===== src/logic/hwmon_cfg.svh =====
// Register offsets, field positions, reset values and fixed figures of the monitor
`ifndef HWMON_CFG_SVH
`define HWMON_CFG_SVH

`define NCH 3
`define A_CFG 8'h00
`define A_ST_VOLT 8'h04
`define A_ST_FAN 8'h08
`define A_ST_TEMP 8'h0c
`define A_IRQ_MASK 8'h10
`define A_SMI_MASK 8'h14
`define A_ENH 8'h18
`define A_FAN_MODE 8'h1c
`define A_SW_PWM 8'h20
`define A_VLIM 8'h30
`define A_FLIM 8'h40
`define A_TLIM 8'h50
`define A_AUTO 8'h60
`define A_SLOPE 8'h70

`define CFG_START 0
`define CFG_SMI_EN 1
`define CFG_IRQ_EN 2
`define CFG_HALT 3
`define ENH_B0 3
`define ENH_B1 6
`define ENH_B2 7

`define MASK_VOLT_LSB 0
`define MASK_FAN_LSB 8
`define MASK_TEMP_LSB 16

`define CFG_RST 8'h00
`define MASK_RST 24'h000000
`define LIM_RST 16'h0000
`define AUTO_RST 32'h007f0000
`define TEMP_CMP_MODE 8'h7f
`define PWM_FULL 8'h80
`define PWM_SAT 16'h0080

`endif


===== src/logic/hwmon_pkg.sv =====
// Types shared by the monitor and its fan channels
package hwmon_pkg;
    typedef enum logic [1:0] {
        FAN_OFF = 2'b00,
        FAN_ON = 2'b01,
        FAN_SW_PWM = 2'b10,
        FAN_AUTO = 2'b11
    } fan_mode_e;

    typedef enum logic [1:0] {
        BUS_IDLE = 2'b00,
        BUS_WAIT = 2'b01,
        BUS_DONE = 2'b11
    } bus_state_e;

    typedef struct packed {
        logic [6:0] start_pwm;
        logic [7:0] full_lim;
        logic [7:0] start_lim;
        logic [7:0] off_lim;
    } fan_auto_s;

    typedef struct packed {
        logic [2:0][7:0] volt;
        logic [2:0][7:0] temp;
        logic [2:0][7:0] tach;
    } sensor_sample_s;
endpackage

===== src/logic/fan_channel.sv =====
// One fan output: on/off level, software PWM or temperature-driven PWM
`timescale 1ns/10ps
`include "hwmon_cfg.svh"
module fan_channel import hwmon_pkg::*; (
    input wire logic pclk,
    input wire logic presetn,
    input wire fan_mode_e mode,
    input wire logic [6:0] sw_duty,
    input wire fan_auto_s auto_cfg,
    input wire logic [2:0] slope,
    input wire logic [7:0] temp,
    output logic fan_drive_out
);
    logic [6:0] cnt_q;
    logic spin_q;
    logic [7:0] duty_d;
    logic [7:0] duty_q;
    logic signed [8:0] rise;
    logic [15:0] sum;

    // Slope code 0 gives no gain, otherwise a power of two
    function automatic logic [15:0] scale(input logic [8:0] x, input logic [2:0] k);
        logic [15:0] r;
        r = 16'h0000;
        if (k != 3'h0) begin
            r = 16'({7'h00, x} << (k - 3'h1));
        end
        return r;
    endfunction

    // ----------------------------------------
    // Hysteresis between off and start limits
    // ----------------------------------------
    always_ff @(posedge pclk or negedge presetn) begin
        if (!presetn) begin
            spin_q <= 1'b0;
        end else if ($signed(temp) > $signed(auto_cfg.start_lim)) begin
            spin_q <= 1'b1;
        end else if ($signed(temp) < $signed(auto_cfg.off_lim)) begin
            spin_q <= 1'b0;
        end
    end

    assign rise = $signed({temp[7], temp}) - $signed({auto_cfg.start_lim[7], auto_cfg.start_lim});

    always_comb begin
        sum = 16'h0000;
        duty_d = 8'h00;
        case (mode)
            FAN_SW_PWM: duty_d = {1'b0, sw_duty};
            FAN_AUTO: begin
                if ($signed(temp) > $signed(auto_cfg.full_lim)) begin
                    duty_d = `PWM_FULL;
                end else if (rise > 9'sh000) begin
                    sum = {9'h000, auto_cfg.start_pwm} + scale(rise, slope);
                    duty_d = (sum > `PWM_SAT) ? `PWM_FULL : sum[7:0];
                end else if (spin_q) begin
                    duty_d = {1'b0, auto_cfg.start_pwm};
                end
            end
            default: duty_d = 8'h00;
        endcase
    end

    // ----------------------------------------
    // PWM generator, 128 steps per period
    // ----------------------------------------
    always_ff @(posedge pclk or negedge presetn) begin
        if (!presetn) begin
            cnt_q <= 7'h00;
            duty_q <= 8'h00;
        end else begin
            cnt_q <= cnt_q + 7'h01;
            // Duty only changes at period start to avoid runt pulses
            if (cnt_q == 7'h7f) begin
                duty_q <= duty_d;
            end
        end
    end

    always_ff @(posedge pclk or negedge presetn) begin
        if (!presetn) begin
            fan_drive_out <= 1'b0;
        end else if (mode == FAN_ON || mode == FAN_OFF) begin
            fan_drive_out <= (mode == FAN_ON);
        end else begin
            fan_drive_out <= ({1'b0, cnt_q} < duty_q);
        end
    end
endmodule


===== src/logic/hw_monitor.sv =====
// Environment monitor: limit checks, status and interrupt lines, fan outputs
//
// What this block does
// - Every limit comparison can raise an interrupt
// - Status registers collect events, cleared on read
// - Clearing status also drops interrupt lines
// - Separate masks and enables for both outputs
// - Halt bit clears lines, stops the loop
// - Voltages high and low, fans low only
// - Interrupt mode: over high sets sticky bit
// - After an over-high event, next event below low limit
// - Enhanced mode: above high or below low
// - Low limit 127 selects comparator mode unless enhanced mode is on
// - Comparator bit re-sets at each measurement while high
// - Fan output on/off or PWM
// - Software PWM uses low seven duty bits
// - Auto: above start limit drives start PWM
// - Auto: PWM grows by rise shifted left by slope minus one
// - Auto: hold start PWM down to off limit
// - Auto: above full limit drives full on
// - Monitoring runs with start set, halt clear
// - Temperatures compared as signed bytes
`timescale 1ns/10ps
`include "hwmon_cfg.svh"
module hw_monitor import hwmon_pkg::*; (
    input wire logic pclk,
    input wire logic presetn,
    input wire logic psel,
    input wire logic penable,
    input wire logic pwrite,
    input wire logic [7:0] paddr,
    input wire logic [31:0] pwdata,
    output logic [31:0] prdata,
    output logic pready,
    output logic pslverr,
    input wire sensor_sample_s sample,
    input wire logic meas_done,
    output logic monitor_run,
    output logic irq_out,
    output logic sys_mgmt_irq_n,
    output logic [2:0] fan_drive_out
);
    // ----------------------------------------
    // Register storage
    // ----------------------------------------
    bus_state_e state_q;
    logic [7:0] cfg_q;
    logic [23:0] irq_mask_q;
    logic [23:0] smi_mask_q;
    logic [7:0] enh_q;
    logic [5:0] fan_mode_q;
    logic [6:0] sw_pwm_q [3];
    logic [15:0] vlim_q [3];
    logic [7:0] flim_q [3];
    logic [15:0] tlim_q [3];
    fan_auto_s auto_q [3];
    logic [2:0] slope_q [3];
    logic [5:0] st_volt_q;
    logic [2:0] st_fan_q;
    logic [2:0] st_temp_q;
    logic [2:0] wait_low_q;
    logic [31:0] rd_d;
    logic hit_d;
    logic hit_q;
    logic wr_go;
    logic rd_go;
    logic sample_go;
    logic [5:0] ev_volt;
    logic [2:0] ev_fan;
    logic [2:0] ev_temp;
    logic [2:0] enh;
    logic [23:0] pend;
    logic clr_volt;
    logic clr_fan;
    logic clr_temp;
    logic lines_on;
    logic irq_want;
    logic smi_want;

    // Index of a word inside a three-word bank, 3 when outside it
    function automatic logic [1:0] bank_idx(input logic [7:0] a, input logic [7:0] base);
        logic [7:0] off;
        off = a - base;
        return (a >= base && off < 8'h0c && off[1:0] == 2'b00) ? off[3:2] : 2'h3;
    endfunction

    // Low limit at its top value turns an input into a comparator unless enhanced mode is on
    function automatic logic cmp_mode(input logic [15:0] lim);
        return lim[7:0] == `TEMP_CMP_MODE;
    endfunction

    // ----------------------------------------
    // APB slave
    // ----------------------------------------
    // One wait state: decode in WAIT, answer in DONE from flops
    always_ff @(posedge pclk or negedge presetn) begin
        if (!presetn) begin
            state_q <= BUS_IDLE;
        end else begin
            case (state_q)
                BUS_IDLE: state_q <= (psel && !penable) ? BUS_WAIT : BUS_IDLE;
                BUS_WAIT: state_q <= (psel && penable) ? BUS_DONE : BUS_WAIT;
                BUS_DONE: state_q <= BUS_IDLE;
                default: state_q <= BUS_IDLE;
            endcase
        end
    end

    assign pready = (state_q == BUS_DONE);
    assign pslverr = pready && !hit_q;
    assign wr_go = pready && psel && penable && pwrite && hit_q;
    assign rd_go = pready && psel && penable && !pwrite;

    always_comb begin
        rd_d = 32'h00000000;
        hit_d = 1'b1;
        if (paddr == `A_CFG) begin
            rd_d = {24'h000000, cfg_q};
        end else if (paddr == `A_ST_VOLT) begin
            rd_d = {26'h0000000, st_volt_q};
        end else if (paddr == `A_ST_FAN) begin
            rd_d = {29'h00000000, st_fan_q};
        end else if (paddr == `A_ST_TEMP) begin
            rd_d = {29'h00000000, st_temp_q};
        end else if (paddr == `A_IRQ_MASK) begin
            rd_d = {8'h00, irq_mask_q};
        end else if (paddr == `A_SMI_MASK) begin
            rd_d = {8'h00, smi_mask_q};
        end else if (paddr == `A_ENH) begin
            rd_d = {24'h000000, enh_q};
        end else if (paddr == `A_FAN_MODE) begin
            rd_d = {26'h0000000, fan_mode_q};
        end else if (bank_idx(paddr, `A_SW_PWM) != 2'h3) begin
            rd_d = {25'h0000000, sw_pwm_q[bank_idx(paddr, `A_SW_PWM)]};
        end else if (bank_idx(paddr, `A_VLIM) != 2'h3) begin
            rd_d = {16'h0000, vlim_q[bank_idx(paddr, `A_VLIM)]};
        end else if (bank_idx(paddr, `A_FLIM) != 2'h3) begin
            rd_d = {24'h000000, flim_q[bank_idx(paddr, `A_FLIM)]};
        end else if (bank_idx(paddr, `A_TLIM) != 2'h3) begin
            rd_d = {16'h0000, tlim_q[bank_idx(paddr, `A_TLIM)]};
        end else if (bank_idx(paddr, `A_AUTO) != 2'h3) begin
            rd_d = {1'b0, auto_q[bank_idx(paddr, `A_AUTO)]};
        end else if (bank_idx(paddr, `A_SLOPE) != 2'h3) begin
            rd_d = {29'h00000000, slope_q[bank_idx(paddr, `A_SLOPE)]};
        end else begin
            hit_d = 1'b0;
        end
    end

    always_ff @(posedge pclk or negedge presetn) begin
        if (!presetn) begin
            prdata <= 32'h00000000;
            hit_q <= 1'b0;
        end else if (state_q == BUS_WAIT) begin
            prdata <= pwrite ? 32'h00000000 : rd_d;
            hit_q <= hit_d;
        end
    end

    // ----------------------------------------
    // Software-written control
    // ----------------------------------------
    always_ff @(posedge pclk or negedge presetn) begin
        if (!presetn) begin
            cfg_q <= `CFG_RST;
            irq_mask_q <= `MASK_RST;
            smi_mask_q <= `MASK_RST;
            enh_q <= 8'h00;
            fan_mode_q <= 6'h00;
        end else if (wr_go) begin
            if (paddr == `A_CFG) begin
                cfg_q <= pwdata[7:0];
            end else if (paddr == `A_IRQ_MASK) begin
                irq_mask_q <= pwdata[23:0];
            end else if (paddr == `A_SMI_MASK) begin
                smi_mask_q <= pwdata[23:0];
            end else if (paddr == `A_ENH) begin
                enh_q <= pwdata[7:0];
            end else if (paddr == `A_FAN_MODE) begin
                fan_mode_q <= pwdata[5:0];
            end
        end
    end

    always_ff @(posedge pclk or negedge presetn) begin
        if (!presetn) begin
            for (int i = 0; i < `NCH; i++) begin
                sw_pwm_q[i] <= 7'h00;
                vlim_q[i] <= `LIM_RST;
                flim_q[i] <= 8'h00;
                tlim_q[i] <= `LIM_RST;
                auto_q[i] <= 31'(`AUTO_RST);
                slope_q[i] <= 3'h0;
            end
        end else if (wr_go) begin
            for (int i = 0; i < `NCH; i++) begin
                if (bank_idx(paddr, `A_SW_PWM) == 2'(i)) sw_pwm_q[i] <= pwdata[6:0];
                if (bank_idx(paddr, `A_VLIM) == 2'(i)) vlim_q[i] <= pwdata[15:0];
                if (bank_idx(paddr, `A_FLIM) == 2'(i)) flim_q[i] <= pwdata[7:0];
                if (bank_idx(paddr, `A_TLIM) == 2'(i)) tlim_q[i] <= pwdata[15:0];
                if (bank_idx(paddr, `A_AUTO) == 2'(i)) auto_q[i] <= pwdata[30:0];
                if (bank_idx(paddr, `A_SLOPE) == 2'(i)) slope_q[i] <= pwdata[2:0];
            end
        end
    end

    // ----------------------------------------
    // Limit comparisons
    // ----------------------------------------
    assign monitor_run = cfg_q[`CFG_START] && !cfg_q[`CFG_HALT];
    assign sample_go = meas_done && monitor_run;
    assign enh = {enh_q[`ENH_B2], enh_q[`ENH_B1], enh_q[`ENH_B0]};

    // Read-clear strobes, one per status word
    assign clr_volt = rd_go && paddr == `A_ST_VOLT;
    assign clr_fan = rd_go && paddr == `A_ST_FAN;
    assign clr_temp = rd_go && paddr == `A_ST_TEMP;

    always_comb begin
        for (int i = 0; i < `NCH; i++) begin
            ev_volt[2 * i] = sample.volt[i] > vlim_q[i][15:8];
            ev_volt[2 * i + 1] = sample.volt[i] < vlim_q[i][7:0];
            // Count is a period, so a slow fan shows as a large count
            ev_fan[i] = sample.tach[i] > flim_q[i];
            if (enh[i]) begin
                ev_temp[i] = ($signed(sample.temp[i]) > $signed(tlim_q[i][15:8])) ||
                    ($signed(sample.temp[i]) < $signed(tlim_q[i][7:0]));
            end else if (cmp_mode(tlim_q[i])) begin
                ev_temp[i] = $signed(sample.temp[i]) >= $signed(tlim_q[i][15:8]);
            end else if (wait_low_q[i]) begin
                ev_temp[i] = $signed(sample.temp[i]) < $signed(tlim_q[i][7:0]);
            end else begin
                ev_temp[i] = $signed(sample.temp[i]) > $signed(tlim_q[i][15:8]);
            end
        end
    end

    // Interrupt-mode arming flips on each accepted crossing
    always_ff @(posedge pclk or negedge presetn) begin
        if (!presetn) begin
            wait_low_q <= 3'h0;
        end else if (sample_go) begin
            for (int i = 0; i < `NCH; i++) begin
                if (!enh[i] && !cmp_mode(tlim_q[i]) && ev_temp[i]) begin
                    wait_low_q[i] <= !wait_low_q[i];
                end
            end
        end
    end

    // ----------------------------------------
    // Sticky status, cleared by reading
    // ----------------------------------------
    always_ff @(posedge pclk or negedge presetn) begin
        if (!presetn) begin
            st_volt_q <= 6'h00;
            st_fan_q <= 3'h0;
            st_temp_q <= 3'h0;
        end else begin
            // Set beats clear so a coincident event survives the read
            st_volt_q <= (st_volt_q & ~{6{clr_volt}}) |
                (ev_volt & {6{sample_go}});
            st_fan_q <= (st_fan_q & ~{3{clr_fan}}) |
                (ev_fan & {3{sample_go}});
            st_temp_q <= (st_temp_q & ~{3{clr_temp}}) |
                (ev_temp & {3{sample_go}});
        end
    end

    // ----------------------------------------
    // Interrupt lines
    // ----------------------------------------
    assign pend = {5'h00, st_temp_q, 5'h00, st_fan_q, 2'h0, st_volt_q};

    // Halt overrides both enables so a stopped loop leaves the lines quiet
    assign lines_on = !cfg_q[`CFG_HALT];
    assign irq_want = cfg_q[`CFG_IRQ_EN] && lines_on && |(pend & ~irq_mask_q);
    assign smi_want = cfg_q[`CFG_SMI_EN] && lines_on && |(pend & ~smi_mask_q);

    always_ff @(posedge pclk or negedge presetn) begin
        if (!presetn) begin
            irq_out <= 1'b0;
            sys_mgmt_irq_n <= 1'b1;
        end else begin
            irq_out <= irq_want;
            sys_mgmt_irq_n <= !smi_want;
        end
    end

    // ----------------------------------------
    // Fan outputs
    // ----------------------------------------
    for (genvar g = 0; g < `NCH; g++) begin : g_fan
        fan_channel i_fan_channel (
            .pclk(pclk),
            .presetn(presetn),
            .mode(fan_mode_e'(fan_mode_q[2 * g +: 2])),
            .sw_duty(sw_pwm_q[g]),
            .auto_cfg(auto_q[g]),
            .slope(slope_q[g]),
            .temp(sample.temp[g]),
            .fan_drive_out(fan_drive_out[g])
        );
    end
endmodule


===== config.mk =====
export PLATFORM = sky130hd
export DESIGN_NAME = hw_monitor
export DESIGN_NICKNAME = d
export VERILOG_FILES = /design/src/logic/hwmon_pkg.sv /design/src/logic/fan_channel.sv /design/src/logic/hw_monitor.sv
export VERILOG_INCLUDE_DIRS = /design/src /design/src/logic
export SDC_FILE = /design/constraint.sdc
export NUM_CORES = 1
export LEC_CHECK = 0
export ABC_AREA = 1
export ABC_CLOCK_PERIOD_IN_PS = 3600
export BUFFER_PORTS_ARGS = -buffer_cell sky130_fd_sc_hd__buf_2
export CORE_UTILIZATION = 45
export CTS_CLUSTER_SIZE = 40
export DETAILED_ROUTE_END_ITERATION = 8
export HOLD_SLACK_MARGIN = 0.12
export PLACE_DENSITY = 0.64
export SLEW_MARGIN = 20
export SYNTH_ARGS = -nofsm -noshare
export SYNTH_HDL_FRONTEND = slang
export SYNTH_SLANG_ARGS = --single-unit
export TNS_END_PERCENT = 10

===== constraint.sdc =====
create_clock -name pclk -period 3.6 [get_ports pclk]
set_input_delay 0.54 -clock pclk [delete_from_list [all_inputs] [get_ports pclk]]
set_output_delay 0.54 -clock pclk [all_outputs]
set_load 0.02 [all_outputs]

Word level (Yosys, flattened, before mapping)

Index checks and enable logic that the tools add are counted.

Reductions and logical operators: 106
$mul: 0
Muxes and demuxes: 101
Divide/modulo/power cells: 0
Add/subtract/negate cells: 18
Equal/unequal tests: 42
Bitwise logic cells: 26
Shift operators: 3
$lt $le $gt $ge: 54

Operators by type and width:

| kind                                                                                | count |
|---|---|
| 31-bit two-way mux                                                                  | 14 |
| 16-bit two-way mux                                                                  | 16 |
| 8-bit > comparator                                                                  | 15 |
| 8-bit two-way mux                                                                   | 11 |
| 8-bit less-than comparator                                                          | 9 |
| 16-bit binary-select mux with 2-bit select                                          | 2 |
| 32-bit two-way mux                                                                  | 2 |
| 31-bit binary-select mux with 2-bit select                                          | 1 |
| 7-bit by 16-bit adder with 16-bit output                                            | 3 |
| 19-bit by 24-bit bitwise AND with 24-bit output                                     | 2 |
| 16-bit by 8-bit > comparator with 1-bit output, second input constant               | 3 |
| 8-bit by 4-bit less-than comparator with 1-bit output, second input constant        | 6 |
| 24-bit inverter                                                                     | 2 |
| 8-bit one-hot mux with 2 select lines                                               | 3 |
| 24-bit OR reduction                                                                 | 2 |
| 9-bit by 3-bit left shift with 16-bit output                                        | 3 |
| 2-bit AND reduction                                                                 | 22 |
| 1-bit logical AND                                                                   | 35 |
| 7-bit two-way mux                                                                   | 5 |
| 1-bit two-way mux                                                                   | 33 |
| 8-bit by 5-bit equality test with 1-bit output, second input constant               | 4 |
| 8-bit by 7-bit greater-or-equal comparator with 1-bit output, second input constant | 4 |
| 2-bit logical NOT                                                                   | 16 |
| 8-bit by 7-bit subtractor with 8-bit output, second input constant                  | 4 |
| other kinds (39)                                                                    | 133 |

Flip-flop bits (word level): 416
Logic and storage cells: 405
Memories kept: 0
Memory bits (writable): 0
Bits in latches: 0
Bits in read-only memories: 0

Depth between registers and ports, before layout

Word-level depth: 24
Depth in mapped cells: 32
Gate-level depth less buffers: 31

Modules after synthesis

A second synthesis with hierarchy kept.

Cells, all modules: 3,832
Area, all modules: 28,722.5 um2

Modules (own cells, without submodules):

| module                                   | sequential area each (um2) | cells an instance | instances | area an instance (um2) |
|---|---|---|---|---|
| hw_monitor                               | 9,136.3                    | 2,354             | 1         | 19,369.8 |
| fan_channel (g_fan[0].i_fan_channel ...) | 425.4                      | 493               | 2         | 3,113.0 |
| fan_channel (g_fan[2].i_fan_channel)     | 425.4                      | 492               | 1         | 3,126.7 |

Least setup slack after synthesis

Ideal clock, no wire load.

Kind: input to register
Start: input port sample[32] (netlist name)
End: register g_fan[1].i_fan_channel.duty_q[4]
Arrival time: 3.850 ns
Path slack: -0.323 ns
Required time: 3.527 ns
Stages on the path: 27
Buffers on the path: 1
Cell sequence: inv_1 ha_1 inv_1 fa_1 nand2_1 o21ai_0 inv_1 nor2_1 inv_1 nor2_1 inv_1 fa_1 o21ai_1 a21oi_1 o21ai_1 nand2_1 nand2_1 nand3_2 nor2_4 nand2_1 o21ai_1 and3_1 buf_6 nand4_1 nand2_1 nand2_1 a21oi_2

Cells in the longest elaborated chain, start to end: 12

Ends and longest elaborated chain:

| what                                                            | RTL line          | source |
|---|---|---|
| start, declared                                                 | hw_monitor.sv:36  | `input wire sensor_sample_s sample,` |
| 8-bit by 8-bit subtractor with 9-bit output                     | fan_channel.sv:44 | `assign rise = $signed({temp[7], temp}) - $signed({auto_cfg.start_lim[7], auto_cfg.start_lim});` |
| 9-bit by 3-bit left shift with 16-bit output                    | fan_channel.sv:26 | `r = 16'({7'h00, x} << (k - 3'h1));` |
| 16-bit two-way mux                                              | fan_channel.sv:25 | `if (k != 3'h0) begin` |
| 16-bit two-way mux                                              | fan_channel.sv:54 | `end else if (rise > 9'sh000) begin` |
| 16-bit two-way mux                                              | fan_channel.sv:52 | `if ($signed(temp) > $signed(auto_cfg.full_lim)) begin` |
| 16-bit two-way mux                                              | fan_channel.sv:49 | `case (mode)` |
| 7-bit by 16-bit adder with 16-bit output                        | fan_channel.sv:55 | `sum = {9'h000, auto_cfg.start_pwm} + scale(rise, slope);` |
| 16-bit by 8-bit > comparator with 1-bit output (no source line) | n/a               |  |
| 8-bit two-way mux                                               | fan_channel.sv:56 | `` duty_d = (sum > `PWM_SAT) ? `PWM_FULL : sum[7:0]; `` |
| 8-bit two-way mux                                               | fan_channel.sv:54 |  |
| 8-bit two-way mux *                                             | fan_channel.sv:52 |  |
| 8-bit one-hot mux with 2 select lines *                         | fan_channel.sv:49 |  |
| end signal, assigned                                            | fan_channel.sv:76 | `duty_q <= duty_d;` |
| end, declared                                                   | fan_channel.sv:17 | `logic [7:0] duty_q;` |

Every way passes the cells marked *; elsewhere a longest branch is shown, timed or not. The select of a mux whose other input is x is not followed.
A chain may end at the register's enable or synchronous reset.

Final worst setup path

Start: register auto_q[8] (netlist name)
End: register g_fan[2].i_fan_channel.duty_q[2]

Cells in the longest elaborated chain, start to end: 12

Ends and longest elaborated chain:

| what                                                            | RTL line          | source |
|---|---|---|
| start, declared                                                 | hw_monitor.sv:56  | `fan_auto_s auto_q [3];` |
| start signal, assigned by index                                 | hw_monitor.sv:192 | `` auto_q[i] <= 31'(`AUTO_RST); `` |
| start signal, assigned by index                                 | hw_monitor.sv:201 | `` if (bank_idx(paddr, `A_AUTO) == 2'(i)) auto_q[i] <= pwdata[30:0]; `` |
| 8-bit by 8-bit subtractor with 9-bit output *                   | fan_channel.sv:44 |  |
| 9-bit by 3-bit left shift with 16-bit output                    | fan_channel.sv:26 |  |
| 16-bit two-way mux                                              | fan_channel.sv:25 |  |
| 16-bit two-way mux                                              | fan_channel.sv:54 |  |
| 16-bit two-way mux                                              | fan_channel.sv:52 |  |
| 16-bit two-way mux                                              | fan_channel.sv:49 |  |
| 7-bit by 16-bit adder with 16-bit output                        | fan_channel.sv:55 |  |
| 16-bit by 8-bit > comparator with 1-bit output (no source line) | n/a               |  |
| 8-bit two-way mux                                               | fan_channel.sv:56 |  |
| 8-bit two-way mux *                                             | fan_channel.sv:54 |  |
| 8-bit two-way mux *                                             | fan_channel.sv:52 |  |
| 8-bit one-hot mux with 2 select lines *                         | fan_channel.sv:49 |  |
| end signal, assigned                                            | fan_channel.sv:76 |  |
| end, declared                                                   | fan_channel.sv:17 |  |

Marks and branches as above.

==> flow_metrics.tcl <==
set metrics [dict create \
    status "finished with violations" \
    violations "setup timing" \
    cell_count_after_synthesis 3776 \
    reg2reg_slack_ps -290 \
    setup_viol 24 \
    synth.yosys.seq_area_share_pct 37.0 \
    grt_pass1_wl_um 152000 \
    dieHeight_um 252 \
    grt_start_max_net_pins 72 \
    yosys_register_bits 415 \
    period_share_pct 108 \
    detailroute.via_count 27600 \
    setup.worst_path.start_class "flip-flop" \
    route.detailed.drc 0 \
    tritoncts "built" \
    core_sq_um 61700 \
    final_cell_count_no_fill 5016 \
    detail_route.first_pass.iterations 6 \
    final_critical_period_ps 3890 \
    post-layout-total-power_mw 11.2 \
    required_ps 4100 \
    synth-edff-count 0 \
    pwr_density_cell_nw_per_um2 332 \
    static-leakage-power_nw 16.2 \
    critPathKind "flip-flop to flip-flop" \
    netlist.top_cell.by_area "sky130_fd_sc_hd__dfrtp_1" \
    total_routing_usage_gr_pct 31.5 \
    relSlewSlack_pct 32.3 \
    clkSlewWorstSetupHoldPaths_ps 60 \
    avgRoutedWirePerCell_um 19.9 \
    buffer_ports.inserted 155 \
    setup.worst_path.end_class "flip-flop" \
    numCtsBuffers 48 \
    total_number_of_nets_in_the_final_design 4498 \
    num_antenna_cells 0 \
    tightestPinTransition_ps 1010 \
    grt.overflow.total 0 \
    routed_wirelength_um 99600 \
    syn_avg_cell_area_sq_um 7.45 \
    post-synth-top-count-cell "sky130_fd_sc_hd__nand2_1" \
    synthesis.nets 4135 \
    areaGrowthSynthToFinish_pct 19.4 \
    drive_gt1_share_pct 17.4 \
    grt_antenna_before_repair 1 \
    post_synth_main_area_contributors "sky130_fd_sc_hd__dfrtp_1 (35%), sky130_fd_sc_hd__nand2_1 (12%), sky130_fd_sc_hd__ha_1 (10%)" \
    maximum_number_of_buffers_from_clock_root_to_sink 3 \
    placement_rows 91 \
    post_synth_num_cell_types 64 \
    synthesis.area_sq_um 28100 \
    critical_path_arrival_ps 4390 \
    place.detailed.instances 4919 \
    critical_path_peak_fanout 7 \
    timing.final.max_slew_violations 0 \
    clk_root_buffer_cell "sky130_fd_sc_hd__clkbuf_16" \
    finalClockSkew_ps 57.3 \
    synth_flop_cell "sky130_fd_sc_hd__dfrtp_1" \
    async_reset_ff_share_pct 100 \
    postLayoutSetupSlackWorst_ps -293 \
    post_drt_via_cell_ratio 5.50 \
    die_width_um 252 \
    first_iter_violations 2847 \
    clock.fmax_mhz 257 \
    worst_hold_slack_ps 157 \
    max_cap_violations 0 \
    vdd_drop_max_mv 0.368 \
    pin_count 158 \
    gp_weighted_congestion 1.01 \
    yosys_warnings 0 \
    total_number_of_clock_tree_sinks 415 \
    grt_setup_unrepaired "yes" \
    report.final.hold_viol_count 0 \
    worstSkewPairLatency_ps 620 \
    hpwlAfterDp_um 77300 \
    ys_top_cells_by_count "sky130_fd_sc_hd__nand2_1 (904), sky130_fd_sc_hd__inv_1 (509), sky130_fd_sc_hd__o21ai_0 (425)" \
    ant_nets 0 \
    vias_in_the_first_global_route 25700 \
    htree_levels 2 \
    fin_util_pct 54.4 \
    post-synth-top-area-fraction_pct 35.0 \
    starting_density_pct 45.6 \
    hold_path.class "primary input to flip-flop" \
    overall_die_area_sq_um 63500 \
]
-- timing repair --
item | CTS | global route
endpoints found under the setup margin | 24 | 24
gates resized for setup | 27 | 18
pin swaps | 16 | 17
setup buffers | 2 | 4
hold buffers | 1 | 0
endpoints found under the hold margin | 51 | 0
-- placed cells by master, fill, tap and decap left out, types with 10 or more instances in the layout --
cell	netlist	routed
sky130_fd_sc_hd__buf_2	18	154
sky130_fd_sc_hd__a21oi_1	222	222
sky130_fd_sc_hd__clkbuf_16	0	48
sky130_fd_sc_hd__dfrtp_1	393	393
sky130_fd_sc_hd__nand3_1	202	197
sky130_fd_sc_hd__nor2_4	9	14
sky130_fd_sc_hd__inv_2	13	18
sky130_fd_sc_hd__o211ai_1	28	28
sky130_fd_sc_hd__inv_1	509	503
sky130_fd_sc_hd__nor2_2	15	16
sky130_fd_sc_hd__nor2_1	210	204
sky130_fd_sc_hd__dfstp_2	22	22
sky130_fd_sc_hd__nand3_2	18	22
sky130_fd_sc_hd__xor2_1	35	32
sky130_fd_sc_hd__clkbuf_1	95	11
sky130_fd_sc_hd__o21ai_0	425	415
sky130_fd_sc_hd__nor3_1	33	31
sky130_fd_sc_hd__ha_1	235	231
sky130_fd_sc_hd__nand4_1	51	51
sky130_fd_sc_hd__o21bai_1	12	12
sky130_fd_sc_hd__clkinv_2	0	10
sky130_fd_sc_hd__nand2_1	904	891
sky130_fd_sc_hd__a21oi_2	24	24
sky130_fd_sc_hd__buf_4	6	280
sky130_fd_sc_hd__o21ai_1	15	17
sky130_fd_sc_hd__nand2_2	26	38
sky130_fd_sc_hd__o221ai_1	13	13
sky130_fd_sc_hd__o22ai_1	84	84
sky130_fd_sc_hd__nor4_1	15	14
sky130_fd_sc_hd__a21boi_0	13	13
sky130_fd_sc_hd__xnor2_1	11	11
-- path summary, 6_finish.rpt --
kind                                                           start                                      endpoint  cells after the start
setup / recovery                               auto_q[8]$_DFFE_PN0P_  g_fan[2].i_fan_channel.duty_q[2]$_DFFE_PN0N_                     25
hold / removal                                               penable                          state_q[0]$_DFF_PN0_                      2
setup reg to reg                               auto_q[8]$_DFFE_PN0P_  g_fan[2].i_fan_channel.duty_q[2]$_DFFE_PN0N_                     25
hold reg to reg            g_fan[2].i_fan_channel.cnt_q[0]$_DFF_PN0_     g_fan[2].i_fan_channel.cnt_q[0]$_DFF_PN0_                      1
max in group asynchronous                                    presetn     g_fan[2].i_fan_channel.cnt_q[2]$_DFF_PN0_                      3
min in group asynchronous                                    presetn  g_fan[1].i_fan_channel.duty_q[5]$_DFFE_PN0N_                      2
-- metal layers --
metal | vias to the layer above | wire [um] | track usage, %
met2 | 1168 | 44300 | 49.8
li1 | 13300 | - | -
met1 | 12800 | 42700 | 43.2
met5 | - | 12 | 0
met4 | 2 | 4810 | 13.6
met3 | 243 | 7850 | 4.37
-- report_power, final --
| part | switching [mW] | internal, mW |
|---|---|---|
| Sequential | 0.0257 | 4.69 |
| Clock | 2.16 | 3.09 |
| Combinational | 0.806 | 0.391 |
| Total | 2.99 | 8.17 |
-- worst max-delay path, cell delays in order (launching register included) --
cell	delay, ps
sky130_fd_sc_hd__dfrtp_1	420
sky130_fd_sc_hd__ha_2	210
sky130_fd_sc_hd__inv_2	40
sky130_fd_sc_hd__fa_2	540
sky130_fd_sc_hd__nand2_2	60
sky130_fd_sc_hd__o21ai_2	60
sky130_fd_sc_hd__inv_2	50
sky130_fd_sc_hd__nor2_2	90
sky130_fd_sc_hd__inv_1	60
sky130_fd_sc_hd__nor2_2	150
sky130_fd_sc_hd__inv_1	70
sky130_fd_sc_hd__fa_2	350
sky130_fd_sc_hd__o21ai_2	160
sky130_fd_sc_hd__a21oi_1	80
sky130_fd_sc_hd__o21bai_1	190
sky130_fd_sc_hd__a21o_1	180
sky130_fd_sc_hd__nand2_4	100
sky130_fd_sc_hd__nor2_4	160
sky130_fd_sc_hd__nand3_2	90
sky130_fd_sc_hd__nand2_2	80
sky130_fd_sc_hd__nand2_2	60
sky130_fd_sc_hd__nor2_4	170
sky130_fd_sc_hd__nand4_1	120
sky130_fd_sc_hd__nand2_1	90
sky130_fd_sc_hd__nand2_1	60
sky130_fd_sc_hd__a21oi_2	110
-- sequential cells by signal, indices dropped and copies added, names as in the netlist, 9 cells and up --
register and flops:
auto_q 93, flim_q 24, g_fan.i_fan_channel.cnt_q 21, g_fan.i_fan_channel.duty_q 24
irq_mask_q 24, prdata 31, slope_q 9, smi_mask_q 24
sw_pwm_q 21, tlim_q 48, vlim_q 48
-- cell families (layout without fill, tap and decap cells) --
family	Yosys count	in the layout	synth area share (%)
simple gates	1512	1512	23.3
compound gates	895	895	17.9
buf+inv	660	1063	9.08
flops	415	415	37.0
fa+ha+maj	241	241	10.9
xor+xnor	52	52	1.78
other cells	1	1	0.0133
-- layout make-up --
| class | count | area [sq um] |
|---|---|---|
| Fill cell | 6069 | 28100 |
| Multi-Input combinational cell | 2701 | 15400 |
| Sequential cell | 415 | 10400 |
| Timing Repair Buffer | 444 | 3060 |
| Inverter | 529 | 1990 |
| Clock buffer | 64 | 1310 |
| Tap cell | 837 | 1050 |
| Clock inverter | 26 | 365 |
-- per-stage QoR --
step / TNS, ps / setup WS, ps / cell area, sq um
after global routing: -10830 / -598 / 33600
after global placement: -11290 / -522 / 31700
after floorplan: -1950 / -98.3 / 28200
after CTS: -1820 / -122 / 33500
final: -3070 / -293 / 33600
after detailed placement: -12470 / -596 / 31700
(Power assumes the default switching activity.)
